[src/design/eeprom_wp_pkg.sv]
// constants, modes and carriers shared by the write-protection logic
package eeprom_wp_pkg;
  // slave address preambles, upper nibble
  localparam logic [3:0] MEM_PREAMBLE = 4'ha;
  localparam logic [3:0] PROT_PREAMBLE = 4'h6;
  // select bits expected for reversible-flag commands
  localparam logic [2:0] SEL_SET_R = 3'h1;
  localparam logic [2:0] SEL_CLR_R = 3'h3;
  // select pins two and one levels required with those commands
  localparam logic [1:0] PINS_SET_R = 2'h0;
  localparam logic [1:0] PINS_CLR_R = 2'h1;
  // bits per byte before the acknowledge slot
  localparam logic [3:0] BYTE_BITS = 4'h8;
  // byte index: slave address, byte address, data
  localparam logic [1:0] IDX_SLAVE = 2'h0;
  localparam logic [1:0] IDX_ADDR = 2'h1;
  localparam logic [1:0] IDX_DATA = 2'h2;
  // internal nonvolatile write time, and the clock rate
  localparam int TWR_US = 5000;
  localparam int MCLK_MHZ = 10;
  localparam int BUSY_W = 17;

  typedef enum logic [1:0] {
    ST_IDLE = 2'b00,
    ST_RX = 2'b01,
    ST_ACK = 2'b10
  } bus_state_t;

  typedef enum logic [1:0] {
    OP_NONE = 2'b00,
    OP_SET_P = 2'b01,
    OP_SET_R = 2'b10,
    OP_CLR_R = 2'b11
  } prot_op_t;

  typedef struct packed {
    logic scl;
    logic sda;
    logic wp;
    logic overdrive;
    logic [2:0] sel;
  } pin_in_t;

  typedef struct packed {
    logic wr;
    logic [7:0] addr;
    logic [7:0] data;
  } mem_wr_t;

  typedef struct packed {
    logic oe;
    logic out;
  } sda_drive_t;
endpackage

[src/design/eeprom_write_protect_logic.sv]
// two-wire slave front end with software and hardware write protection
// Summary of operation
// - lower 128 bytes refuse writes when flagged
// - permanent flag reachable at plain pin levels
// - reversible flag commands need overdrive on pin zero
// - preamble 0110 protection, 1010 memory
// - permanent commands match address bits to pins
// - overdrive on pin zero counts as one
// - overdrive latched at start; absent means permanent
// - address lsb one queries, zero sets/clears
// - query answers by ack, no data byte
// - write-protect pin high blocks array and flags
// - write-protect pin low changes nothing
// - write-protect sampled on fall before data
// - sampled high withholds data ack, drops write
// - write cycle starts on the terminating stop
// - busy write cycle refuses slave address
`timescale 1ns/1ps
module eeprom_write_protect_logic #(
  parameter int WR_CYCLE_CYC = eeprom_wp_pkg::TWR_US * eeprom_wp_pkg::MCLK_MHZ
) (
  // clock and reset
  input wire logic mclk_i,
  input wire logic srst_i,
  // two-wire bus
  input wire logic scl_i,
  input wire logic sda_i,
  output logic sda_o,
  output logic sda_oe_o,
  // address, overdrive and write-protect pins
  input wire logic select_pin_zero_i,
  input wire logic select_pin_one_i,
  input wire logic select_pin_two_i,
  input wire logic overdrive_level_i,
  input wire logic wp_i,
  // protection state and array write port
  output logic permanent_protect_flag_o,
  output logic reversible_protect_flag_o,
  output logic write_busy_o,
  output eeprom_wp_pkg::mem_wr_t mem_wr_o
);

  typedef struct packed {
    eeprom_wp_pkg::pin_in_t s1;
    eeprom_wp_pkg::pin_in_t s2;
    logic scl_d;
    logic sda_d;
    eeprom_wp_pkg::bus_state_t st;
    logic [3:0] bitcnt;
    logic [7:0] shreg;
    logic [1:0] byte_idx;
    logic is_prot;
    logic is_rw;
    logic hv_lat;
    logic wp_lat;
    logic ack;
    eeprom_wp_pkg::prot_op_t op;
    logic pend;
    logic [7:0] addr;
    logic [eeprom_wp_pkg::BUSY_W-1:0] busy_cnt;
    logic busy;
    logic pflag;
    logic rflag;
    eeprom_wp_pkg::mem_wr_t mw;
    eeprom_wp_pkg::sda_drive_t sda;
  } state_t;

  state_t r;
  state_t n;
  eeprom_wp_pkg::pin_in_t pins;
  logic scl_rise;
  logic scl_fall;
  logic start_ev;
  logic stop_ev;
  logic decide;
  logic [2:0] sel_bits;
  logic sel_match;
  logic rev_set;
  logic rev_clr;

  // last count of the write cycle, cut to the counter width on purpose
  localparam logic [31:0] BUSY_LAST_W = 32'(WR_CYCLE_CYC - 1);
  localparam logic [eeprom_wp_pkg::BUSY_W-1:0] BUSY_LAST = BUSY_LAST_W[eeprom_wp_pkg::BUSY_W-1:0];

  assign pins = '{scl: scl_i, sda: sda_i, wp: wp_i, overdrive: overdrive_level_i,
                  sel: {select_pin_two_i, select_pin_one_i, select_pin_zero_i}};

  // bus events look only at the second synchroniser stage and its delayed copy
  assign scl_rise = r.s2.scl & ~r.scl_d;
  assign scl_fall = ~r.s2.scl & r.scl_d;
  assign start_ev = r.s2.scl & r.scl_d & r.sda_d & ~r.s2.sda;
  assign stop_ev = r.s2.scl & r.scl_d & ~r.sda_d & r.s2.sda;
  assign decide = (r.st == eeprom_wp_pkg::ST_RX) && (r.bitcnt == eeprom_wp_pkg::BYTE_BITS) && scl_fall;

  // overdrive reads as a one on pin zero
  assign sel_bits = {r.s2.sel[2], r.s2.sel[1], r.s2.sel[0] | r.s2.overdrive};
  assign sel_match = (r.shreg[3:1] == sel_bits);
  // reversible commands need fixed select bits and matching pin levels
  assign rev_set = (r.shreg[3:1] == eeprom_wp_pkg::SEL_SET_R) && (r.s2.sel[2:1] == eeprom_wp_pkg::PINS_SET_R);
  assign rev_clr = (r.shreg[3:1] == eeprom_wp_pkg::SEL_CLR_R) && (r.s2.sel[2:1] == eeprom_wp_pkg::PINS_CLR_R);

  always_comb begin
    n = r;
    n.s1 = pins;
    n.s2 = r.s1;
    n.scl_d = r.s2.scl;
    n.sda_d = r.s2.sda;
    n.mw.wr = 1'b0;
    n.sda.out = 1'b0;
    if (r.busy) begin
      if (r.busy_cnt == BUSY_LAST) begin
        n.busy = 1'b0;
      end else begin
        n.busy_cnt = r.busy_cnt + 1'b1;
      end
    end
    if (start_ev) begin
      n.st = eeprom_wp_pkg::ST_RX;
      n.bitcnt = 4'h0;
      n.byte_idx = eeprom_wp_pkg::IDX_SLAVE;
      // overdrive must already stand at start, else the request is permanent
      n.hv_lat = r.s2.overdrive;
      n.pend = 1'b0;
      n.op = eeprom_wp_pkg::OP_NONE;
      n.sda.oe = 1'b0;
    end else if (stop_ev) begin
      // the nonvolatile cycle begins only on stop after an accepted write
      if (r.pend && !r.busy) begin
        n.busy = 1'b1;
        n.busy_cnt = '0;
        case (r.op)
          eeprom_wp_pkg::OP_SET_P: n.pflag = 1'b1;
          eeprom_wp_pkg::OP_SET_R: n.rflag = 1'b1;
          eeprom_wp_pkg::OP_CLR_R: n.rflag = 1'b0;
          default: n.pflag = r.pflag;
        endcase
      end
      n.pend = 1'b0;
      n.st = eeprom_wp_pkg::ST_IDLE;
      n.sda.oe = 1'b0;
    end else begin
      case (r.st)
        eeprom_wp_pkg::ST_RX: begin
          if (scl_rise && r.bitcnt != eeprom_wp_pkg::BYTE_BITS) begin
            n.shreg = {r.shreg[6:0], r.s2.sda};
            n.bitcnt = r.bitcnt + 1'b1;
          end
          if (decide) begin
            n.st = eeprom_wp_pkg::ST_ACK;
            if (r.byte_idx == eeprom_wp_pkg::IDX_SLAVE) begin
              n.is_rw = r.shreg[0];
              n.is_prot = (r.shreg[7:4] == eeprom_wp_pkg::PROT_PREAMBLE);
              if (n.is_prot && r.hv_lat) begin
                // reversible flag reached only under overdrive
                n.op = rev_set ? eeprom_wp_pkg::OP_SET_R : eeprom_wp_pkg::OP_CLR_R;
                // permanent flag locks all reversible commands; repeat set refused
                n.ack = (rev_set || rev_clr) && !r.busy && !r.pflag && !(rev_set && r.rflag);
              end else begin
                // plain pin levels reach the permanent flag
                n.op = n.is_prot ? eeprom_wp_pkg::OP_SET_P : eeprom_wp_pkg::OP_NONE;
                // busy write cycle leaves every address unanswered
                n.ack = sel_match && !r.busy &&
                        ((r.shreg[7:4] == eeprom_wp_pkg::MEM_PREAMBLE) || (n.is_prot && !r.pflag));
              end
            end else if (r.byte_idx == eeprom_wp_pkg::IDX_ADDR) begin
              n.ack = 1'b1;
              n.addr = r.shreg;
            end else begin
              // latched pin high: data unanswered and the write dropped
              n.ack = !r.wp_lat;
              if (!r.wp_lat && !r.is_rw) begin
                if (r.is_prot) begin
                  n.pend = 1'b1;
                end else if (r.addr[7] || !(r.pflag || r.rflag)) begin
                  // lower half is addr bit 7 clear
                  n.mw = '{wr: 1'b1, addr: r.addr, data: r.shreg};
                  n.pend = 1'b1;
                end
                // page write wraps inside the 16-byte page
                n.addr = {r.addr[7:4], r.addr[3:0] + 4'h1};
              end
            end
            n.sda.oe = n.ack;
          end
        end
        eeprom_wp_pkg::ST_ACK: begin
          if (scl_fall) begin
            n.sda.oe = 1'b0;
            n.bitcnt = 4'h0;
            // this fall is the last one before the first data byte
            if (r.byte_idx == eeprom_wp_pkg::IDX_ADDR) begin
              n.wp_lat = r.s2.wp;
            end
            if (r.byte_idx != eeprom_wp_pkg::IDX_DATA) begin
              n.byte_idx = r.byte_idx + 2'h1;
            end
            // a query ends after its ack slot, no data byte follows
            if (r.ack && !(r.byte_idx == eeprom_wp_pkg::IDX_SLAVE && r.is_rw)) begin
              n.st = eeprom_wp_pkg::ST_RX;
            end else begin
              n.st = eeprom_wp_pkg::ST_IDLE;
            end
          end
        end
        default: n.st = eeprom_wp_pkg::ST_IDLE;
      endcase
    end
  end

  // flags reset clear: the nonvolatile copy is modelled as shipped unprotected
  always_ff @(posedge mclk_i) begin
    if (srst_i) begin
      r <= '0;
    end else begin
      r <= n;
    end
  end

  assign sda_o = r.sda.out;
  assign sda_oe_o = r.sda.oe;
  assign permanent_protect_flag_o = r.pflag;
  assign reversible_protect_flag_o = r.rflag;
  assign write_busy_o = r.busy;
  assign mem_wr_o = r.mw;
endmodule

[config.mk]
export PLATFORM = sky130hd
export DESIGN_NAME = eeprom_write_protect_logic
export DESIGN_NICKNAME = d
export VERILOG_FILES = /design/src/design/eeprom_wp_pkg.sv /design/src/design/eeprom_write_protect_logic.sv
export SDC_FILE = /design/constraint.sdc
export NUM_CORES = 1
export LEC_CHECK = 0
export BUFFER_PORTS_ARGS = -buffer_cell sky130_fd_sc_hd__buf_2
export CORE_MARGIN = 1.5
export CORE_UTILIZATION = 28
export CTS_CLUSTER_DIAMETER = 100
export CTS_CLUSTER_SIZE = 12
export DETAILED_ROUTE_END_ITERATION = 16
export GPL_ROUTABILITY_DRIVEN = 0
export GPL_TIMING_DRIVEN = 0
export HOLD_SLACK_MARGIN = 0.02
export PLACE_DENSITY = 0.51
export SYNTH_ARGS = -nofsm -noshare
export SYNTH_HDL_FRONTEND = slang
export SYNTH_SLANG_ARGS = --single-unit
[constraint.sdc]
create_clock -name mclk_i -period 3.17 [get_ports mclk_i]
set_input_delay 0.1585 -clock mclk_i [delete_from_list [all_inputs] [get_ports mclk_i]]
set_output_delay 0.1585 -clock mclk_i [all_outputs]
set_load 0.02 [all_outputs]
# --- Yosys cells after proc, flatten, opt, wreduce, memory -nomap -nowiden ---
# Index checks and enable logic that the tools add are counted.
word_totals:
  elab_cells: 181
  in_bits: 9
  reg_bits: 87
  output_inout_bits: 22
op_classes:
  muxes: 48
  n_reduce_logical: 53
  n_eq_ne: 21
  addsub: 4
  bitwise: 20
op_table:
  columns: ["op", "n"]
  rows:
  - ["$mux W17", 8]
  - ["$mux W20", 2]
  - ["$mux W37", 1]
  - ["$mux W18", 2]
  - ["$reduce_and A4 Y1", 7]
  - ["$mux W3", 6]
  - ["$reduce_and A6 Y1", 3]
  - ["$add A17 B1 Y17 const B", 1]
  - ["$eq A17 B16 Y1 const B", 1]
  - ["$logic_and A1 B1 Y1", 17]
  - ["$mux W16", 1]
  - ["$mux W8", 2]
  - ["$mux W2", 7]
  - ["$mux W12", 1]
  - ["$ne A4 B4 Y1 const B", 3]
  - ["$not A1 Y1", 12]
  - ["$mux W1", 11]
  - ["$reduce_and A5 Y1", 2]
  - ["$mux W9", 1]
  - ["$reduce_and A9 Y1", 1]
  - ["$reduce_or A9 Y1", 1]
  - ["$add A4 B1 Y4 const B", 2]
  - ["$eq A2 B1 Y1 const B", 4]
  - ["$eq A4 B4 Y1 const B", 2]
  - ["23 further kinds", 48]

# --- Longest topological paths before layout ---
# Gate-level depths: netlist (run 1).
depth:
  depth_word: 17
  ltp_mapped: 8

# --- Worst setup path after synthesis (run 1) ---
# Ideal clock, no wire load.
synth_timing:
  kind: "register -> register"
  start: "register r[56] (netlist bit)"
  end: "register r (netlist bit mem_wr_o[10])"
  t_required_ps: 3098
  setup_time_ps: 72
  period_less_slack_ps: 2121
  stages_incl_launch_ff: 8
  slack_ps: 1049
  path_buffers: 2
  arrival_time_ps: 2050
  path_cell_list: "dfxtp_1 -> inv_1 -> ha_1 -> clkbuf_1 -> or3_1 -> nor4_4 -> buf_6 -> mux2i_1"
synth_between:
  elab_chain_len: 3
  elab_cells_between_ends: 5
synth_lines:
  columns: ["item", "line", "text"]
  rows:
  - ["start, declared", "eeprom_write_protect_logic.sv:68", "state_t r;"]
  - ["start signal, assigned", "eeprom_write_protect_logic.sv:215", "r <= n;"]
  - ["$eq A2 B1 Y1 or $logic_not A2 Y1 (tied branches)", "eeprom_write_protect_logic.sv:165, eeprom_write_protect_logic.sv:150", null]
  - ["$not A1 Y1 (no line)", null, null]
  - ["$reduce_and A9 Y1 (no line) *", null, null]
# Every way passes the cells marked *; elsewhere a longest branch is shown, timed or not.
# A chain may end at the register's enable or synchronous reset.

# --- Worst setup path after layout (run 1) ---
layout_timing:
  start: "register r[56] (netlist bit)"
  end: "register r (netlist bit mem_wr_o[14])"
# Same word-level chain as after synthesis.

==> flow_summary.yaml, run 1 <==
logic_synthesis:
  synth_fa_ha_area_frac: 0.0299
  ys_ff_latch: 86
  synthSimpleGateAreaFrac: 0.268
  synth_mux_area_frac: 0.0772
  avgSynthCellArea_um2: 9.13
  synthDominantCellAreaShare: 0.412
  ys_types: 64
  synth_top_family_by_area: "simple AND/OR/NAND/NOR gates"
  synth-xor-area-share: 0.0293
  syn-num-nets: 477
  ys_warn_count: 0
  syn_inst: 458
  yosysSeqAreaShare: 0.412
  synthTopCellsByArea: "dfxtp_1 (41%), mux2i_1 (7.2%), nand2b_1 (5.1%), buf_4 (3.2%), nor2_1 (3.2%)"
  synth_compound_area_frac: 0.116
  syn_area_mm2: 0.00418
  synthFlopType: "dfxtp_1"
  synth_edf_count: 0
  synth_largest_area_cell: "dfxtp_1"
  async_reset_ff_frac: 0
route:
  drtIter0Drc: 139
  via_per_inst: 4.70
  num_vias: 3249
  ant_nets: 0
  wl_um: 9430
  avgRoutedWirePerCell_um: 13.6
  drtPass1Iterations: 4
  post-route-drc-count: 0
critical_path:
  crit_type: "register to register"
  cp.arrival_ps: 2800
  worst-path-max-fanout: 10
  crit_path_start_kind: "register"
  end_kind: "register"
  crit_required_ps: 3440
job:
  maxCapViolations: 0
placement:
  place_ws_ps: 610
  hpwl_um: 6960
  dp_cells: 670
  port_buffers: 28
pwr:
  powerDensity_mw_per_mm2: 455
  seqPwrFrac: 0.490
  pwr-share-comb: 0.030
  swShare: 0.206
  power.switching_mw: 0.459
  p_leak_nw: 1.82
  p_clk_frac: 0.480
  vdd_drop_max_mv: 0.255
  p_int_mw: 1.77
global_route:
  grt_pass1_wl_um: 15500
  globalRouteTotalUtil: 0.124
  overflow: 0
  antenna_found_initial: 0
  grt_max_degree: 14
  grt_pass1_vias: 3017
cts:
  clockBufferDepth: 2
  root_buffer: "clkbuf_16"
  numCtsBuffers: 9
  postCtsSetupRepairBufs: 0
  cts_tree: "done"
  clock_sinks: 86
  path_clk_slew_ps: 60
  cts_max_level: 3
  clk_latency_ps: 340
final_layout:
  final_cell_mix: "dfxtp_1 (86), nor2_1 (36), nand2b_1 (34)"
  final_common_cell: "dfxtp_1"
  nets: 521
  antennaDiodeCount: 0
  area_growth_pct: 17.3
  stdcell_count: 691
  drive_gt1_frac: 0.150
sta:
  fmax_ghz: 0.395
  setup_viol_count_final: 0
  fin_crit_sh: 0.798
  setup_ws_ps: 640
  hold_viol_final: 0
  period_minus_slack_ps: 2530
  slew_headroom: 0.395
  worst_pin_slew_ps: 895
  rsz0062_at_grt: "no"
  fin_skew_ps: 5.72
  finalSetupTns_ps: 0
  slew_viol_final: 0
worst_hold_path:
  hold_path.class: "input pin to register"
floorplan:
  dieHeight_um: 125
  io_pins: 31
  die_w_um: 125
  rows: 44
  die_area_mm2: 0.0157
  start_util: 0.288
  core_area_mm2: 0.0145
outcome:
  outcome: "completed"
## registers in the layout (all words and copies together), names as in the netlist
| name | cells |
|---|---|
| sda_oe_o | 1 |
| r | 56 |
| permanent_protect_flag_o | 1 |
| write_busy_o | 1 |
| mem_wr_o | 17 |
| reversible_protect_flag_o | 1 |
| n | 9 |
## cells in the mapped netlist (4+ instances only)
| library cell | n |
|---|---|
| a211oi_1 | 4 |
| a21boi_0 | 4 |
| a21oi_1 | 19 |
| buf_4 | 18 |
| clkbuf_1 | 15 |
| dfxtp_1 | 86 |
| ha_1 | 10 |
| inv_1 | 14 |
| mux2i_1 | 30 |
| nand2_1 | 23 |
| nand2b_1 | 34 |
| nand3_1 | 16 |
| nand3b_1 | 4 |
| nand4_1 | 7 |
| nor2_1 | 36 |
| nor2b_1 | 20 |
| nor3_1 | 8 |
| nor3b_1 | 4 |
| nor4_1 | 5 |
| o21ai_0 | 14 |
| or3_1 | 6 |
| xnor2_1 | 9 |
| xor2_1 | 5 |
## final timing paths
| path | from | end | slack, ps | depth (start not counted) |
|---|---|---|---|---|
| setup / recovery | r[56] | mem_wr_o[14] | 640 | 7 |
| hold / removal | select_pin_one_i | n[74] | 30 | 2 |
| setup reg to reg | r[56] | mem_wr_o[14] | 640 | 7 |
| hold reg to reg | n[79] | n[72] | 440 | 1 |
## critical path, cell delays in order (launching register included)
cell and delay, ps:
dfxtp_1 400, inv_1 80, ha_1 180, clkbuf_1 220, or3_1 480, nor4_4 620, buf_6 260, mux2i_1 210
## timing repair
action | 4_1_cts | 5_1_grt
endpoints found under the hold margin | 5 | 0
resized for setup | 0 | 0
hold buffers | 5 | 0
## power groups by stage
stage	Combinational [mW]	Sequential [mW]	Clock, mW
2_1_floorplan	0.0431	1.12	0
3_3_place_gp	0.0616	1.12	0
3_5_place_dp	0.0619	1.12	0
4_1_cts	0.0665	1.09	1.10
5_1_grt	0.0729	1.09	1.14
6_report	0.0662	1.09	1.07
## kinds of logic (layout without fill, tap and decap cells)
kind of cell	Yosys count	after routing
other	1	1
buffers and inverters	52	101
and+or+nand+nor	192	192
xor gates and xnor gates	14	14
muxes	32	32
adders and majority gates	10	10
AOI/OAI and AO/OA	71	71
DFF	86	86
## layout make-up
cell class                 count  area, um2
clock buffer                  13        260
fill                        1520       9630
multi-input combinational    320       2180
clock inverter                 3       42.5
buffer                        38        229
tap                          184        230
inverter                      14       52.6
sequential                    86       1720
timing repair buffer          33        190
## stage by stage
step	total power, mW	hold WS, ps	utilization	area, um2
floorplan	1.16	287	-	4180
global route	2.31	70.8	0.337	4900
finish	2.23	31.2	0.337	4900
CTS	2.26	21.8	0.337	4900
global placement	1.18	376	0.313	4550
detailed placement	1.18	370	0.313	4550
## routing by layer
metal	track usage	up-vias	share of wire
met2	0.182	55	0.43
met5	0	-	0
met1	0.170	1496	0.51
li1	-	1686	-
met4	0.0689	0	0.024
met3	0.0227	12	0.032
Power figures use the tool's default switching activity.
==> inputs of run 2 (changes only) <==
--- a/config.mk
+++ b/config.mk
@@ -5,6 +5,7 @@
 export SDC_FILE = /design/constraint.sdc
 export NUM_CORES = 1
 export LEC_CHECK = 0
+export ABC_AREA = 1
 export BUFFER_PORTS_ARGS = -buffer_cell sky130_fd_sc_hd__buf_2
 export CORE_MARGIN = 1.5
 export CORE_UTILIZATION = 28
@@ -14,7 +15,7 @@
 export GPL_ROUTABILITY_DRIVEN = 0
 export GPL_TIMING_DRIVEN = 0
 export HOLD_SLACK_MARGIN = 0.02
-export PLACE_DENSITY = 0.51
+export PLACE_DENSITY = 0.53
 export SYNTH_ARGS = -nofsm -noshare
 export SYNTH_HDL_FRONTEND = slang
 export SYNTH_SLANG_ARGS = --single-unit
==> constraint.sdc (replaced) <==
create_clock -name mclk_i -period 2.1 [get_ports mclk_i]
set_input_delay 0.105 -clock mclk_i [delete_from_list [all_inputs] [get_ports mclk_i]]
set_output_delay 0.105 -clock mclk_i [all_outputs]
set_load 0.02 [all_outputs]
==> flow_summary.yaml, run 2 <==
sta:
  fmax_ghz: 0.527
  fin_hold_ws_ps: 253
  worst_pin_slew_ps: 607
  finalSetupTns_ps: 0
  fin_skew_ps: 5.82
  setup_viol_count_final: 0
  period_minus_slack_ps: 1900
  hold_viol_final: 0
  slew_headroom: 0.595
  rsz0062_at_grt: "no"
  fin_crit_sh: 0.904
  slew_viol_final: 0
critical_path:
  crit_path_max_incr_delay_ps: 390
  crit_buf_inv: 3
  cp_slowest_cell: "nor3_4"
  crit_chain: "ha_1 > buf_6 > inv_2 > nor3_4 > nand4_4 > buf_2 > nor2_1 > a211oi_1"
  end_kind: "register"
  crit_path_start_kind: "register"
  crit_required_ps: 2290
  crit_type: "register to register"
  worst-path-max-fanout: 10
  critPathTopFamily: "simple AND/OR/NAND/NOR gates"
  cp.arrival_ps: 2090
logic_synthesis:
  synth_fa_ha_area_frac: 0.0310
  synth_commonest_cells: "inv_1 (93), dfxtp_1 (86), nor2_1 (79), nand2_1 (65), a21oi_1 (45)"
  synthTopCellsByArea: "dfxtp_1 (43%), inv_1 (8.7%), nor2_1 (7.4%), nand2_1 (6.1%), a21oi_1 (5.6%)"
  synth_compound_area_frac: 0.145
  ys_ff_latch: 86
  yosysSeqAreaShare: 0.427
  avgSynthCellArea_um2: 7.35
  synthSimpleGateAreaFrac: 0.227
  syn-num-nets: 568
  synth_edf_count: 0
  synth_most_common_cell: "inv_1"
  synth_mux_area_frac: 0
  synth_largest_area_cell: "dfxtp_1"
  synth_top_family_by_area: "simple AND/OR/NAND/NOR gates"
  synthDominantCellAreaShare: 0.427
  synthFlopType: "dfxtp_1"
  ys_types: 34
  syn_inst: 549
  ys_warn_count: 0
  synth-xor-area-share: 0.0304
  syn_area_mm2: 0.00403
  async_reset_ff_frac: 0
final_layout:
  largest_reg_flops: 56
  final_common_cell: "inv_1"
  drive_gt1_frac: 0.133
  antennaDiodeCount: 0
  final_cell_mix: "inv_1 (93), dfxtp_1 (86), nor2_1 (78)"
  nets: 616
  design_area_mm2: 0.00482
  n_fill_cell: 1512
  top_register: "r"
  area_growth_pct: 19.6
cts:
  numCtsBuffers: 9
  cts_tree: "done"
  clk_latency_ps: 340
  path_clk_slew_ps: 60
  root_buffer: "clkbuf_16"
  clockBufferDepth: 2
  cts_max_level: 3
  clock_sinks: 86
pwr:
  vdd_drop_max_mv: 0.351
  p_leak_nw: 1.93
  powerDensity_mw_per_mm2: 789
global_route:
  globalRouteTotalUtil: 0.128
  grt_pass1_wl_um: 15000
  antenna_found_initial: 0
  overflow: 0
  grt_max_degree: 16
  grt_pass1_vias: 3222
floorplan:
  die_area_mm2: 0.0151
  die_w_um: 123
  start_util: 0.288
  io_pins: 31
  core_area_mm2: 0.0140
  rows: 43
  dieHeight_um: 123
route:
  wl_um: 8810
  num_vias: 3444
  drtIter0Drc: 214
  post-route-drc-count: 0
  avgRoutedWirePerCell_um: 11.3
  ant_nets: 0
  drtPass1Iterations: 4
  via_per_inst: 4.40
outcome:
  outcome: "completed"
job:
  maxCapViolations: 0
placement:
  hpwl_um: 6660
  placed_area_mm2: 0.00440
  port_buffers: 28
worst_hold_path:
  hold_path.class: "input pin to register"
run 2: worst paths after layout:
check	to	slack (ps)	cells after the start	from
worst max register to register	mem_wr_o[0]	200	8	r[69]
worst min-delay path	r[24]	250	4	srst_i
worst min register to register	n[72]	400	2	n[79]
worst max-delay path	mem_wr_o[0]	200	8	r[69]
run 2: cell families after synthesis:
family	after synthesis
DFF	86
other	1
buffers and inverters	127
AOI/OAI and AO/OA	104
and+or+nand+nor	207
adders and majority gates	10
xor gates and xnor gates	14
run 2: metrics by stage:
step	power (mW)	instances	setup slack, ps	util
global placement	2.06	757	101	0.314
CTS	3.85	780	77.6	0.343
detailed placement	2.08	757	72.1	0.314
global route	4.00	782	11.3	0.345
floorplan	1.99	549	446	-
finish	3.81	782	201	0.345
run 2: worst register-to-register path: stages (launching register included):
cell and delay, ps:
dfxtp_1 380, ha_1 180, buf_6 140, inv_2 70
nor3_4 390, nand4_4 180, buf_2 230, nor2_1 130
a211oi_1 50
run 2: final cells by class:
cell class | instances | area (um2) | area share
flip-flops and latches | 86 | 1720 | 0.357
multi-input cells | 336 | 1760 | 0.365
clock buffers | 10 | 239 | 0.0495
inverters | 94 | 353 | 0.0732
well taps | 180 | 225 | 0.0467
clock inverters | 6 | 93.8 | 0.0195
plain buffers | 33 | 205 | 0.0425
repair buffers | 37 | 225 | 0.0467
run 2: power by group:
group / switching, mW / internal [mW] / total (mW)
sequential: 0.0423 / 1.68 / 1.72
combinational: 0.217 / 0.120 / 0.337
clock: 0.666 / 1.08 / 1.75
run 2: layer usage:
| layer | wire (um) | vias up | GRT usage |
|---|---|---|---|
| met2 | 3730 | 72 | 0.200 |
| met3 | 532 | 14 | 0.0429 |
| met1 | 4400 | 1517 | 0.164 |
| li1 | - | 1841 | - |
| met5 | 0 | - | 0 |
| met4 | 151 | 0 | 0.0496 |
run 2: what timing repair did:
item,in CTS,in global routing
setup buffers,0,2
gates resized for setup,0,5
endpoints found under the hold margin,7,0
setup endpoints to repair,0,18
hold buffers,7,0
==> inputs of run 3 (changes only) <==
--- a/config.mk
+++ b/config.mk
@@ -6,16 +6,16 @@
 export NUM_CORES = 1
 export LEC_CHECK = 0
 export ABC_AREA = 1
-export BUFFER_PORTS_ARGS = -buffer_cell sky130_fd_sc_hd__buf_2
 export CORE_MARGIN = 1.5
 export CORE_UTILIZATION = 28
 export CTS_CLUSTER_DIAMETER = 100
 export CTS_CLUSTER_SIZE = 12
 export DETAILED_ROUTE_END_ITERATION = 16
+export DONT_BUFFER_PORTS = 1
 export GPL_ROUTABILITY_DRIVEN = 0
 export GPL_TIMING_DRIVEN = 0
 export HOLD_SLACK_MARGIN = 0.02
-export PLACE_DENSITY = 0.53
+export PLACE_DENSITY = 0.51
 export SYNTH_ARGS = -nofsm -noshare
 export SYNTH_HDL_FRONTEND = slang
 export SYNTH_SLANG_ARGS = --single-unit
==> flow_summary.yaml, run 3 (synthesized netlist as in run 2, its figures left out) <==
cts:
  clock_sinks: 86
  numCtsBuffers: 9
  path_clk_slew_ps: 70
  clk_latency_ps: 340
  cts_tree: "done"
  clockBufferDepth: 2
  root_buffer: "clkbuf_16"
  cts_max_level: 3
global_route:
  grt_max_degree: 15
  overflow: 0
  globalRouteTotalUtil: 0.134
  grt_pass1_vias: 3275
  grt_pass1_wl_um: 15600
  antenna_found_initial: 0
final_layout:
  nets: 588
  largest_reg_flops: 56
  drive_gt1_frac: 0.0873
  top_register: "r"
  area_growth_pct: 14.6
  n_fill_cell: 1525
  final_cell_mix: "inv_1 (93), dfxtp_1 (86), nor2_1 (78)"
  antennaDiodeCount: 0
  final_common_cell: "inv_1"
pwr:
  pwr-share-comb: 0.094
  power.switching_mw: 0.907
  vdd_drop_max_mv: 0.382
  swShare: 0.260
  seqPwrFrac: 0.492
  p_int_mw: 2.58
  p_leak_nw: 1.75
  p_clk_frac: 0.414
  powerDensity_mw_per_mm2: 755
sta:
  finalSetupTns_ps: 0
  hold_viol_final: 0
  worst_pin_slew_ps: 619
  fin_hold_ws_ps: 277
  slew_headroom: 0.584
  slew_viol_final: 0
  period_minus_slack_ps: 1880
  fin_crit_sh: 0.896
  fin_skew_ps: 6.90
  setup_viol_count_final: 0
  rsz0062_at_grt: "no"
  fmax_ghz: 0.531
critical_path:
  crit_path_start_kind: "register"
  r2r_cells: 9
  critPathCapture: "mem_wr_o[5]"
  rr_startpoint: "r[56]"
  r2r_slack_ps: 220
  cp.arrival_ps: 2080
  crit_required_ps: 2300
  crit_chain: "inv_1 > ha_1 > inv_1 > nand2_1 > nor2_2 > nand4_4 > clkbuf_2 > nor2_1 > a211oi_1"
  end_kind: "register"
  crit_path_start: "r[56]"
  worst-path-max-fanout: 10
  cp_common_cell: "inv_1"
  crit_type: "register to register"
  crit_path_max_incr_delay_ps: 340
  cp_slowest_cell: "dfxtp_1"
  reg2reg_to: "mem_wr_o[5]"
placement:
  port_buffers: 0
  hpwl_um: 6760
worst_hold_path:
  hold_path.class: "input pin to register"
route:
  avgRoutedWirePerCell_um: 12.1
  drtPass1Iterations: 5
  post-route-drc-count: 0
  num_vias: 3363
  ant_nets: 0
  drtIter0Drc: 157
  via_per_inst: 4.47
  wl_um: 9080
floorplan:
  die_area_mm2: 0.0151
  start_util: 0.288
  core_area_mm2: 0.0140
  rows: 43
  dieHeight_um: 123
  io_pins: 31
  die_w_um: 123
job:
  maxCapViolations: 0
outcome:
  outcome: "completed"
[run 3: changes by cell type in the layout (fill, tap and decap cells not counted), moves of 2 or more]
cell        previous run  this run
bufinv_16              2         0
clkinv_4               2         0
clkinv_2               1         3
clkinvlp_4             0         2
buf_2                 33         4
[run 3: repair_timing]
action,in CTS,in global routing
setup endpoints to repair,0,21
hold endpoints to repair,7,0
setup buffers,0,2
hold buffers,7,0
gates resized for setup,0,3
[run 3: per-stage QoR]
step / cells / cell area, um2 / utilization / power [mW] / setup slack (ps)
final: 753 / 4620 / 0.331 / 3.49 / 218
after CTS: 751 / 4590 / 0.328 / 3.56 / 52.8
after global placement: 729 / 4260 / 0.304 / 2.06 / 114
after detailed placement: 729 / 4260 / 0.304 / 2.08 / 63.9
after floorplan: 549 / 4030 / - / 1.99 / 446
after global routing: 753 / 4620 / 0.331 / 3.69 / 14.7
[run 3: layout make-up]
type | instances | area, um2 | share of cell area
flip-flops and latches | 86 | 1720 | 0.372
plain buffers | 33 | 205 | 0.0444
repair buffers | 9 | 97.6 | 0.0211
inverters | 94 | 353 | 0.0763
multi-input cells | 336 | 1760 | 0.380
well taps | 180 | 225 | 0.0487
clock buffers | 9 | 225 | 0.0487
clock inverters | 6 | 38.8 | 0.00839
[run 3: worst min path at each step]
stage	start	end	slack [ps]	cells after the start
after global placement	select_pin_one_i	n[74]	220	2
after global routing	srst_i	r[23]	360	4
after CTS	srst_i	r[23]	260	4
final	srst_i	r[23]	280	4
after detailed placement	wp_i	n[77]	220	2
after floorplan	select_pin_zero_i	n[73]	210	2
[run 3: power groups by stage]
stage                     logic (mW)  clock network, mW  registers, mW
after floorplan                0.250                  0           1.74
after global placement         0.309                  0           1.75
after detailed placement       0.323                  0           1.76
after CTS                      0.335               1.51           1.72
after global routing           0.388               1.58           1.73
final                          0.327               1.45           1.72
[run 3: worst max-delay path: cells and delay by family, from the launching register on]
kind | cells | cell delay [ps]
adders and majority gates | 1 | 270
buffers and inverters | 3 | 470
DFF | 1 | 340
and+or+nand+nor | 4 | 590
AOI/OAI and AO/OA | 1 | 50
[run 3: per-layer routing]
metal  share of wire  routed length (um)  GRT usage  vias up
met5               0                   0          0        -
li1                -                   -          -     1781
met2            0.44                4000      0.207       56
met4           0.019                 169     0.0632        0
met1            0.50                4550      0.173     1513
met3           0.041                 370     0.0387       13
